[src/tucs_defs.svh]
/*
 * Register map, field positions, reset values and mode codes of the
 * timer unit channel setup block.
 * Assumes a 32-bit Avalon-MM slave port with byte addresses.
 */
`ifndef TUCS_DEFS_SVH
`define TUCS_DEFS_SVH

`define TUCS_AW            6
`define TUCS_OFS_GATE      6'h00
`define TUCS_OFS_PRESC     6'h04
`define TUCS_OFS_MODE      6'h08
`define TUCS_OFS_CTRL      6'h0C
`define TUCS_OFS_PERIOD    6'h10
`define TUCS_OFS_CAPT      6'h14
`define TUCS_OFS_ISTAT     6'h18
`define TUCS_OFS_IMASK     6'h1C
`define TUCS_OFS_COUNT     6'h20

`define TUCS_GATE_BIT      0
`define TUCS_GATE_WMASK    8'hBD
`define TUCS_PRESC_WMASK   16'h33FF
`define TUCS_MODE_WMASK    16'hDFCF

`define TUCS_CTRL_START    0
`define TUCS_CTRL_STOP     1

`define TUCS_RST_GATE      8'h00
`define TUCS_RST_REG16     16'h0000
`define TUCS_RST_INT       2'h0
`define TUCS_RST_SYNC      3'h0
`define TUCS_RST_WORD      32'h0000_0000
`define TUCS_ZERO16        16'h0000

`define TUCS_IRQ_EVENT     0
`define TUCS_IRQ_CAPT      1

`define TUCS_CLK_A         2'h0
`define TUCS_CLK_C         2'h1
`define TUCS_CLK_B         2'h2
`define TUCS_CLK_D         2'h3

`define TUCS_TRIG_SW       3'h0
`define TUCS_TRIG_EDGE     3'h1
`define TUCS_TRIG_BOTH     3'h2
`define TUCS_TRIG_MASTER   3'h4

`define TUCS_OP_INTERVAL   3'h0
`define TUCS_OP_CAPTURE    3'h2
`define TUCS_OP_EVENT      3'h3
`define TUCS_OP_ONECOUNT   3'h4
`define TUCS_OP_CAPT_ONE   3'h6

`define TUCS_PRESC_W       15
`define TUCS_PRESC_ONES    15'h7FFF
`define TUCS_PRESC_ZERO    15'h0000

`endif

[src/tucs_pkg.sv]
/*
 * Types of the timer unit channel setup block.
 * Assumes tucs_defs.svh is available on the include path.
 */
package tucs_pkg;

    typedef enum logic {TUCS_IDLE, TUCS_RUN} tucs_run_e;

    typedef struct packed {
        logic [1:0] op_clock_sel;
        logic       zero13;
        logic       count_clock_source;
        logic       channel_role;
        logic [2:0] trigger_sel;
        logic [1:0] edge_sel;
        logic [1:0] zero54;
        logic [2:0] op_mode;
        logic       mode_low_bit;
    } tucs_mode_s;

    typedef struct packed {
        logic [14:0] cnt;
        logic [3:0]  tick;
    } tucs_presc_s;

    typedef struct packed {
        logic [7:0]  gate;
        logic [15:0] presc;
        tucs_mode_s  mode;
        logic [15:0] period;
        logic [15:0] cnt;
        logic [15:0] capt;
        logic [1:0]  istat;
        logic [1:0]  imask;
        tucs_run_e   run;
        logic        tout;
        logic        chint;
        logic        irq;
        logic [2:0]  sync;
        logic        pin_lvl;
        logic        pin_prev;
        logic        wreq;
        logic [31:0] rdata;
    } tucs_top_s;

endpackage : tucs_pkg

[src/tucs_channel.sv]
/*
 * Timer unit channel setup: clock gate, prescaler selection and the
 * channel 0 mode register with a small counting engine behind it.
 * Assumes an Avalon-MM master on clock and an asynchronous timer pin.
 */
// Operation
// (RULE1) Clock gate bit 0 low stops the timer unit clock, high supplies it.
// (RULE2) Prescaler field n gives the first operation clock as system clock over 2^n.
// (RULE3) Bits 15:14 pick operation clock: 00 first, 01 third, 10 second, 11 fourth.
// (RULE4) Bit 12 low counts operation clock, high counts timer pin valid edges.
// (RULE5) Bit 11 high makes channel master, low independent or slave.
// (RULE6) Trigger field 000 allows software start only; software uses only 000,001,010,100.
// (RULE7) Trigger 001 uses the pin valid edge as start and capture trigger.
// (RULE8) Trigger 010 uses one pin edge to start, the other to capture.
// (RULE9) Trigger 100 starts the slave channel from the master interrupt.
// (RULE10) Interval or capture mode: low bit set raises interrupt and toggles output at start.
// (RULE11) One-count mode: low bit set accepts restart while counting, with interrupt.
// (RULE12) Fixed zero bits of mode and clock gate registers read zero, ignore writes.
`timescale 1ns/100ps
`include "tucs_defs.svh"

module tucs_channel
    import tucs_pkg::*;
(
    input  wire logic                 clock,
    input  wire logic                 rst,
    input  wire logic [`TUCS_AW-1:0]  avs_address,
    input  wire logic                 avs_read,
    input  wire logic                 avs_write,
    input  wire logic [31:0]          avs_writedata,
    output logic [31:0]               avs_readdata,
    output logic                      avs_waitrequest,
    input  wire logic                 timer_input_pin,
    input  wire logic                 master_interrupt,
    output logic                      channel0_interrupt,
    output logic                      timer_output,
    output logic                      timer_unit_clock_enable,
    output logic                      channel_role,
    output logic                      irq
);

    tucs_top_s  s;
    tucs_top_s  next_s;
    logic [3:0] tick_vec;
    logic       op_tick;
    logic       count_tick;
    logic       rise;
    logic       fall;
    logic       valid_edge;
    logic       start_edge;
    logic       capt_edge;
    logic       wr;
    logic       sw_start;
    logic       sw_stop;
    logic       start;
    logic       capt_trig;
    logic       down;
    logic       ev;
    logic       ev_capt;
    logic [1:0] clr;
    logic [31:0] rd_mux;

    // The prescaler ticks only while the gate bit is set.
    tucs_prescaler u_presc (
        .clock  (clock),
        .rst    (rst),
        .enable (s.gate[`TUCS_GATE_BIT]),
        .sel_a  (s.presc[3:0]),
        .sel_b  (s.presc[7:4]),
        .sel_c  (s.presc[9:8]),
        .sel_d  (s.presc[13:12]),
        .tick   (tick_vec)
    );

    // Pin edges are taken from the filtered level, never the first sync stage.
    assign rise = s.pin_lvl & ~s.pin_prev;
    assign fall = ~s.pin_lvl & s.pin_prev;
    assign valid_edge = s.mode.edge_sel[1] ? (rise | fall) : (s.mode.edge_sel[0] ? rise : fall);
    assign start_edge = s.mode.edge_sel[0] ? rise : fall; // RULE8
    assign capt_edge  = s.mode.edge_sel[0] ? fall : rise; // RULE8

    // Codes 01 and 10 cross over: 01 picks the third clock.
    always_comb begin
        unique case (s.mode.op_clock_sel) // RULE3
            `TUCS_CLK_A: op_tick = tick_vec[0];
            `TUCS_CLK_C: op_tick = tick_vec[2];
            `TUCS_CLK_B: op_tick = tick_vec[1];
            `TUCS_CLK_D: op_tick = tick_vec[3];
        endcase
    end

    assign count_tick = s.mode.count_clock_source ? valid_edge : op_tick; // RULE4

    // A write lands where waitrequest is already low.
    assign wr       = avs_write & ~s.wreq;
    assign sw_start = wr && avs_address == `TUCS_OFS_CTRL && avs_writedata[`TUCS_CTRL_START];
    assign sw_stop  = wr && avs_address == `TUCS_OFS_CTRL && avs_writedata[`TUCS_CTRL_STOP];
    assign clr      = (wr && avs_address == `TUCS_OFS_ISTAT) ? avs_writedata[1:0] : 2'h0;

    always_comb begin
        start     = sw_start;
        capt_trig = 1'b0;
        // Prohibited trigger codes act as software only.
        case (s.mode.trigger_sel)
            `TUCS_TRIG_EDGE: begin
                start     = sw_start | valid_edge; // RULE7
                capt_trig = valid_edge; // RULE7
            end
            `TUCS_TRIG_BOTH: begin
                start     = sw_start | start_edge; // RULE8
                capt_trig = capt_edge; // RULE8
            end
            `TUCS_TRIG_MASTER: start = sw_start | master_interrupt; // RULE9
            default: start = sw_start; // RULE6
        endcase
    end

    // Capture modes count up, all others count down.
    assign down = s.mode.op_mode != `TUCS_OP_CAPTURE && s.mode.op_mode != `TUCS_OP_CAPT_ONE;

    // Unmapped addresses read as zero.
    always_comb begin
        rd_mux = `TUCS_RST_WORD;
        case (avs_address)
            `TUCS_OFS_GATE:   rd_mux = {24'h0, s.gate};
            `TUCS_OFS_PRESC:  rd_mux = {16'h0, s.presc};
            `TUCS_OFS_MODE:   rd_mux = {16'h0, s.mode};
            `TUCS_OFS_CTRL:   rd_mux = {29'h0, s.tout, s.pin_lvl, s.run == TUCS_RUN};
            `TUCS_OFS_PERIOD: rd_mux = {16'h0, s.period};
            `TUCS_OFS_CAPT:   rd_mux = {16'h0, s.capt};
            `TUCS_OFS_ISTAT:  rd_mux = {30'h0, s.istat};
            `TUCS_OFS_IMASK:  rd_mux = {30'h0, s.imask};
            `TUCS_OFS_COUNT:  rd_mux = {16'h0, s.cnt};
            default:          rd_mux = `TUCS_RST_WORD;
        endcase
    end

    always_comb begin
        next_s  = s;
        ev      = 1'b0;
        ev_capt = 1'b0;
        next_s.sync = {s.sync[1:0], timer_input_pin};
        if (s.sync[1] == s.sync[2]) begin
            next_s.pin_lvl = s.sync[2];
        end
        next_s.pin_prev = s.pin_lvl;
        next_s.chint    = 1'b0;

        // One wait state: the request is answered at the second edge.
        next_s.wreq = 1'b1;
        if ((avs_read | avs_write) && s.wreq) begin
            next_s.wreq  = 1'b0;
            next_s.rdata = rd_mux;
        end

        if (wr) begin
            case (avs_address)
                `TUCS_OFS_GATE:   next_s.gate = avs_writedata[7:0] & `TUCS_GATE_WMASK; // RULE12
                `TUCS_OFS_PRESC:  next_s.presc = avs_writedata[15:0] & `TUCS_PRESC_WMASK;
                `TUCS_OFS_MODE:   next_s.mode = avs_writedata[15:0] & `TUCS_MODE_WMASK; // RULE12
                `TUCS_OFS_PERIOD: next_s.period = avs_writedata[15:0];
                `TUCS_OFS_IMASK:  next_s.imask = avs_writedata[1:0];
                default: ;
            endcase
        end

        // The engine stands still while the gate is off.
        if (s.gate[`TUCS_GATE_BIT]) begin // RULE1
            if (s.run == TUCS_IDLE) begin
                if (start) begin
                    next_s.run = TUCS_RUN;
                    next_s.cnt = down ? s.period : `TUCS_ZERO16;
                    if (s.mode.mode_low_bit && (s.mode.op_mode == `TUCS_OP_INTERVAL
                        || s.mode.op_mode == `TUCS_OP_CAPTURE)) begin // RULE10
                        ev = 1'b1;
                    end
                end
            end else if (sw_stop) begin
                next_s.run = TUCS_IDLE;
            end else if (start && s.mode.op_mode == `TUCS_OP_ONECOUNT) begin
                if (s.mode.mode_low_bit) begin // RULE11
                    next_s.cnt = s.period;
                    ev = 1'b1;
                end
            end else if (capt_trig && !down) begin
                next_s.capt = s.cnt;
                next_s.cnt  = `TUCS_ZERO16;
                ev      = 1'b1;
                ev_capt = 1'b1;
                if (s.mode.op_mode == `TUCS_OP_CAPT_ONE) begin
                    next_s.run = TUCS_IDLE;
                end
            end else if (count_tick) begin
                if (!down) begin
                    next_s.cnt = s.cnt + 16'h0001;
                end else if (s.cnt == `TUCS_ZERO16) begin
                    ev = 1'b1;
                    next_s.cnt = s.period;
                    if (s.mode.op_mode == `TUCS_OP_ONECOUNT) begin
                        next_s.run = TUCS_IDLE;
                    end
                end else begin
                    next_s.cnt = s.cnt - 16'h0001;
                end
            end
        end

        if (ev) begin
            next_s.chint = 1'b1;
            next_s.tout  = ~s.tout;
        end

        // A status event in the clearing cycle survives the clear.
        next_s.istat = (s.istat & ~clr) | {ev_capt, ev};
        next_s.irq   = |(next_s.istat & next_s.imask);
    end

    // Waitrequest rests high through reset.
    always_ff @(posedge clock or posedge rst) begin
        if (rst) begin
            s <= '{gate: `TUCS_RST_GATE, presc: `TUCS_RST_REG16, mode: `TUCS_RST_REG16,
                   period: `TUCS_RST_REG16, cnt: `TUCS_RST_REG16, capt: `TUCS_RST_REG16,
                   istat: `TUCS_RST_INT, imask: `TUCS_RST_INT, run: TUCS_IDLE,
                   tout: 1'b0, chint: 1'b0, irq: 1'b0, sync: `TUCS_RST_SYNC,
                   pin_lvl: 1'b0, pin_prev: 1'b0, wreq: 1'b1, rdata: `TUCS_RST_WORD};
        end else begin
            s <= next_s;
        end
    end

    // Every output comes straight from a register.
    assign avs_readdata            = s.rdata;
    assign avs_waitrequest         = s.wreq;
    assign channel0_interrupt      = s.chint;
    assign timer_output            = s.tout;
    assign timer_unit_clock_enable = s.gate[`TUCS_GATE_BIT]; // RULE1
    assign channel_role            = s.mode.channel_role; // RULE5
    assign irq                     = s.irq;
endmodule : tucs_channel

[src/tucs_prescaler.sv]
/*
 * Prescaler: one free-running counter gives four operation clock
 * enables, each the system clock divided by two to the selected power.
 * Assumes selects come from registers on the same clock.
 */
`timescale 1ns/100ps
`include "tucs_defs.svh"

module tucs_prescaler
    import tucs_pkg::*;
(
    input  wire logic       clock,
    input  wire logic       rst,
    input  wire logic       enable,
    input  wire logic [3:0] sel_a,
    input  wire logic [3:0] sel_b,
    input  wire logic [1:0] sel_c,
    input  wire logic [1:0] sel_d,
    output logic [3:0]      tick
);

    tucs_presc_s s;
    tucs_presc_s next_s;
    logic [3:0]  sel [4];
    logic [3:0]  hit;

    assign sel[0] = sel_a;
    assign sel[1] = sel_b;
    assign sel[2] = {2'h0, sel_c};
    assign sel[3] = {2'h0, sel_d};

    genvar i;
    generate
        for (i = 0; i < 4; i++) begin : g_tick
            logic [14:0] mask;
            assign mask   = ~(`TUCS_PRESC_ONES << sel[i]);
            assign hit[i] = ((s.cnt & mask) == mask); // RULE2
        end
    endgenerate

    always_comb begin
        next_s = s;
        next_s.tick = enable ? hit : 4'h0; // RULE1
        if (enable) begin
            next_s.cnt = s.cnt + 15'h0001;
        end
    end

    always_ff @(posedge clock or posedge rst) begin
        if (rst) begin
            s <= '{cnt: `TUCS_PRESC_ZERO, tick: 4'h0};
        end else begin
            s <= next_s;
        end
    end

    assign tick = s.tick;
endmodule : tucs_prescaler

[config.mk]
export PLATFORM = sky130hd
export DESIGN_NAME = tucs_channel
export DESIGN_NICKNAME = d
export VERILOG_FILES = /design/src/tucs_pkg.sv /design/src/tucs_channel.sv /design/src/tucs_prescaler.sv
export VERILOG_INCLUDE_DIRS = /design/src
export SDC_FILE = /design/constraint.sdc
export NUM_CORES = 1
export LEC_CHECK = 0
export ABC_AREA = 1
export BUFFER_PORTS_ARGS = -buffer_cell sky130_fd_sc_hd__buf_4
export CAP_MARGIN = 15
export CORE_UTILIZATION = 40
export DETAILED_ROUTE_END_ITERATION = 7
export PLACE_DENSITY_LB_ADDON = 0.12
export SETUP_SLACK_MARGIN = 0.5
export SLEW_MARGIN = 20
export SYNTH_ARGS = -nofsm -noshare
export SYNTH_HDL_FRONTEND = slang
export SYNTH_SLANG_ARGS = --single-unit
[constraint.sdc]
create_clock -name clock -period 3.6 [get_ports clock]
set_clock_uncertainty 0.1 [all_clocks]
set_input_delay 0.36 -clock clock [delete_from_list [all_inputs] [get_ports clock]]
set_output_delay 0.36 -clock clock [all_outputs]
set_load 0.05 [all_outputs]
======== After elaboration in Yosys (flattened, before gate mapping) ========
Cells that the tools add are included.
storage, ports and cells
  flip-flop bits (word level) ............. 144
  input bits .............................. 44
  output and inout port bits .............. 38
  logic and storage cells ................. 160
operators by class
  add/subtract/negate cells ............... 3
  eq/ne operators ......................... 27
  shift-type cells ........................ 4
  multiplexer cells ....................... 52
  bitwise gates (word level) .............. 26
  reductions and logical operators ........ 23
operators by type and width
  cell                                                                    count
  16-bit two-way mux                                                      11
  16-bit case mux with 9 select lines                                     1
  15-bit AND                                                              4
  15-bit equality test                                                    4
  15-bit NOT                                                              4
  33-bit two-way mux                                                      1
  32-bit two-way mux                                                      1
  1-bit two-way mux                                                       31
  15-bit by 2-bit left shift with 15-bit output (first input constant)    2
  15-bit by 4-bit left shift with 15-bit output (first input constant)    2
  6-bit by 5-bit equality test with 1-bit output (second input constant)  4
  16-bit by 1-bit adder with 16-bit output (second input constant)        1
  16-bit zero test                                                        1
  16-bit by 1-bit subtractor with 16-bit output (second input constant)   1
  15-bit by 1-bit adder with 15-bit output (second input constant)        1
  6-bit by 4-bit equality test with 1-bit output (second input constant)  2
  5-bit AND reduction                                                     2
  3-bit equality test (second input constant)                             3
  1-bit logical AND                                                       9
  2-bit AND reduction                                                     4
  3-bit by 2-bit equality test with 1-bit output (second input constant)  2
  6-bit by 3-bit equality test with 1-bit output (second input constant)  1
  6-bit equality test (second input constant)                             1
  6-bit zero test                                                         1
  25 further kinds                                                        41

======== Longest topological paths before layout ========
  depth in word-level cells ............... 14
  gate-level depth with buffers ........... 17
  gate-level depth less buffers ........... 17

======== Hierarchy ========
From an unflattened synthesis, not the netlist that was laid out.
second synthesis, totals
  cells, all modules ...................... 1,163
  area, all modules ....................... 8,094.0 µm²
modules (own cells, without submodules)
  module          times used  cells each  area each (µm²)
  tucs_channel    1           958         6,751.5
  tucs_prescaler  1           205         1,342.5

======== Worst setup path after synthesis ========
OpenSTA, ideal clock, no wires.
  path type ............................... register to register
  start point ............................. reg s, in the netlist timer_unit_clock_enable
  end point ............................... reg u_presc.s[17] (netlist bit)
  library setup time ...................... 123 ps
  data arrival time ....................... 1,793 ps
  required time ........................... 3,377 ps
  slack ................................... 1,584 ps
  cell stages (with the launch flop) ...... 8
  clock period less this slack ............ 2,016 ps
  cells stage by stage .................... dfrtp_1 -> buf_4 -> inv_2 -> nor3_2 -> nand3_2 -> nor4_4 -> nand3_1 -> xor2_1
RTL lines
  item                    RTL line              source
  start, declared         tucs_channel.sv:42    tucs_top_s s;
  start signal, assigned  tucs_channel.sv:221   s <= '{gate: `TUCS_RST_GATE, presc: `TUCS_RST_REG16, mode: `TUCS_RST_REG16,
  start signal, assigned  tucs_channel.sv:227   s <= next_s;
  end signal, assigned    tucs_prescaler.sv:51  s <= '{cnt: `TUCS_PRESC_ZERO, tick: 4'h0};
  end signal, assigned    tucs_prescaler.sv:53  s <= next_s;
  end, declared           tucs_prescaler.sv:22  tucs_presc_s s;

======== Worst setup path after layout ========
  start point ............................. reg s[95] (netlist bit)
  end point ............................... reg s[76] (netlist bit)
between the ends
  word-level cells in the longest chain between the ends .. 8
  elaborated cells between the ends (all ways) .. 18
RTL lines
  item                                                                                        RTL line                                  source
  3-bit by 2-bit != test with 1-bit output (no source line) or 3-bit != test (tied branches)  n/a
  1-bit logical AND (no source line)                                                          n/a
  16-bit two-way mux or 1-bit zero test (tied branches)                                       n/a
  16-bit two-way mux or 1-bit logical AND (tied branches)                                     tucs_channel.sv:193, tucs_channel.sv:185
  16-bit two-way mux                                                                          tucs_channel.sv:185                       end else if (capt_trig && !down) begin
  16-bit two-way mux                                                                          tucs_channel.sv:180                       end else if (start && s.mode.op_mode == `TUCS_OP_ONECOUNT) begin
  32-bit two-way mux                                                                          tucs_channel.sv:178                       end else if (sw_stop) begin
  16-bit two-way mux                                                                          tucs_channel.sv:169                       if (s.run == TUCS_IDLE) begin
Several ways; a longest one is shown, not always the timed one. The select of a mux whose other input is x is not followed.
A chain may end at the register's enable or synchronous reset.

==> results.yml <==
layout:
  antenna_cells: 0
  fin_nets: 1155
  fill_cells: 1976
  areaGrowthSynthToFinish_pct: 12.6
  drive_above_1_share_pct: 12.7
clocking:
  path_clk_slew_ns: 0.06
  cts.path.max_buffers: 2
  cts_sinks: 128
  clock_latency_ns: 0.43
  cts_tree: "yes"
  cts_buffers: 17
  clockRootBuffer: "clkbuf_16"
  cts_max_level: 4
drt:
  vias: 7128
  drc_errors: 0
  drtPass1Iterations: 5
  vias_per_cell: 5.17
  drt_wl_total_mm: 24.0
  wire_per_inst_um: 17.4
  ant_nets: 0
  drt_iter0_drc: 673
yosys:
  synthMuxAreaShare_pct: 0
  netlist_instances: 1082
  ys_types: 47
  ys_async_sr_fraction_pct: 100
  synth_top_cell_by_area: "dfrtp_1"
  synth_area_leaders: "dfrtp_1, nand2_1, o21ai_0"
  syn-mean-instance-area_um2: 7.24
  ys_seq_elements: 128
  synth_common_cells: "nand2_1, dfrtp_1, o21ai_0"
  netlist_area_um2: 7830
  synth_edf_count: 0
  post-synth-top-area-fraction_pct: 40.6
  synth_top_family_by_area: "simple AND/OR/NAND/NOR gates"
  synth-seq-area-share_pct: 40.9
  synth-xor-area-share_pct: 2.12
  synth_fa_ha_area_share_pct: 1.09
  ys_warn_count: 0
  ys_dominant_reg_cell: "dfrtp_1"
  synthSimpleGateAreaFrac_pct: 31.3
  synth_compound_area_share_pct: 12.9
  yosysMostFrequentCell: "nand2_1"
sta:
  hold_viol: 0
  rsz0062_at_grt: "no"
  worst_pin_slew_ns: 0.765
  finalWorstSetupSlack_ns: 0.956
  finalSetupViolCount: 0
  min_period_ns: 2.64
  hold_slack_ns: 0.108
  fin_setup_tns_ns: 0
  relSlewSlack_pct: 48.7
  slew_violations: 0
  fmax_mhz: 378
  fin_crit_sh_pct: 73.4
placement:
  gp_congestion: 0.931
  dp_hpwl_mm: 17.9
  port_buffers: 49
  place_ws_ns: 0.963
outcome:
  outcome: "finished, final reports clean"
flow_run:
  cap_violations: 0
power:
  ir_drop_v: 0.000301
  p_leak_nw: 4.36
  powerDensity_nw_per_um2: 527
worst_setup_path:
  crit_path_cell_trace: "inv_2, nand2_2, inv_2, nand2_1, nand2_1, inv_1, nand2_1, nand2_1, nand2_1, nand2_1, nand2_1, nand2_1"
  critPathTopFamily: "simple AND/OR/NAND/NOR gates"
  crit_required_ns: 3.81
  cp_num_buf_inv: 3
  worstSetupPathType: "register to register"
  regToRegSetupSlack_ns: 0.96
  worstSetupStartpointType: "register"
  cp_slowest_cell: "nand2_1"
  cpMostUsedCell: "nand2_1"
  r2r_cells: 12
  critical_path_cell_count: 12
  critPathArrivalTime_ns: 2.86
  crit_fanout: 18
  slowest_delay_ns: 0.51
  end_kind: "register"
grt:
  grt_pass1_wl_mm: 38.0
  grt_max_degree: 48
  grt_use_total_pct: 25.3
  grt_pass1_vias: 6546
  antenna_found_initial: 0
  grt_overflow: 0
die:
  coreArea_um2: 19000
  dieHeight_um: 142
  floorplan.initialDensity_pct: 41.3
  dieArea_um2: 20100
  die_width_um: 142
  placementRows: 50
  top_level_ports: 82
worst_hold_path:
  min_path_type: "primary input to register"
  holdPathStages: 3
==> cells in the final DEF (no fill, tap or decap), types with 3 or more instances in the layout <==
cell type   netlist  layout
nor2_2            6       6
o21ai_1           9       9
a21oi_1          21      21
conb_1            1      16
a22oi_1           3       3
nor2_4            8       8
buf_4            36      53
a31oi_1           4       4
nand2_1         357     357
nand4_1          14      14
o22ai_1          10      10
nor2_1           68      68
nand3_1          67      67
buf_12            0       3
o221ai_1          4       4
dfrtp_1         127     127
a221oi_1          3       3
inv_2            11      11
nand2_2          12      12
inv_1           104     103
a211oi_1          7       7
clkinvlp_4        0       3
or2_0             3       3
clkbuf_16         0      17
ha_1              6       6
nor3_1            3       3
o21ai_0         115     115
clkinv_4          0       5
nor4_1            3       3
o2111ai_1         3       3
xor2_1           17      17
nor3_2            5       5
nand3_2           4       4
==> power by group <==
group | internal (mW) | switching (mW) | total [mW]
Clock | 1.05 | 0.708 | 1.76
Combinational | 0.396 | 0.784 | 1.18
Sequential | 1.54 | 0.172 | 1.71
Total | 2.99 | 1.66 | 4.65
==> through the flow <==
stage          utilization, %  instances  area (µm²)  power (mW)
6_report                 46.5       1378        8820        4.65
5_1_grt                  46.5       1378        8820        4.92
4_1_cts                  46.4       1376        8790        4.67
3_5_place_dp             43.1       1343        8180        2.90
3_3_place_gp             43.1       1343        8180        2.89
2_1_floorplan               -       1097        7890        2.61
==> registers in the layout, indices dropped and copies added (netlist names) <==
name	cells
irq	1
next_s	3
timer_output	1
s	84
channel0_interrupt	1
avs_waitrequest	1
u_presc.s	15
avs_readdata	16
timer_unit_clock_enable	1
channel_role	1
u_presc.tick	4
==> routing by layer <==
| layer | part of all wire, % | GRT usage, % |
|---|---|---|
| met4 | 2.5 | 8.89 |
| met2 | 44 | 38.8 |
| met5 | 0 | 0 |
| met1 | 46 | 35.5 |
| met3 | 7.6 | 5.11 |
==> final cells by class <==
class	instances	area [µm²]	area share, %
Inverter	116	442	5.01
Multi-Input combinational cell	784	3770	42.8
Clock buffer	19	443	5.02
Tap cell	260	325	3.69
Sequential cell	128	3200	36.3
Clock inverter	13	155	1.76
Timing Repair Buffer	58	478	5.42
==> cell families after synthesis <==
kind of cell    Yosys count
other cells               1
simple gates            559
flops                   128
buf+inv                 185
fa+ha+maj                 7
compound gates          183
xor+xnor                 19
==> tightest hold or removal path, stage by stage <==
cell and delay (ns):
buf_4 0.11, inv_1 0.05, o21ai_0 0.07
==> worst paths after layout <==
| path | startpoint | to |
|---|---|---|
| setup / recovery | s[95] | s[76] |
| hold / removal | avs_writedata[11] | channel_role |
| setup reg to reg | s[95] | s[76] |
| hold reg to reg | next_s[36] | next_s[37] |
| max in group asynchronous | rst | s[81] |
| min in group asynchronous | rst | next_s[33] |
==> what timing repair did <==
action | CTS | global route
setup endpoints to repair | 0 | 0
buffers inserted | 0 | 0
resized for setup | 0 | 0
hold buffers | 1 | 1
endpoints found under the hold margin | 1 | 9
Power figures use the tool's default switching activity.
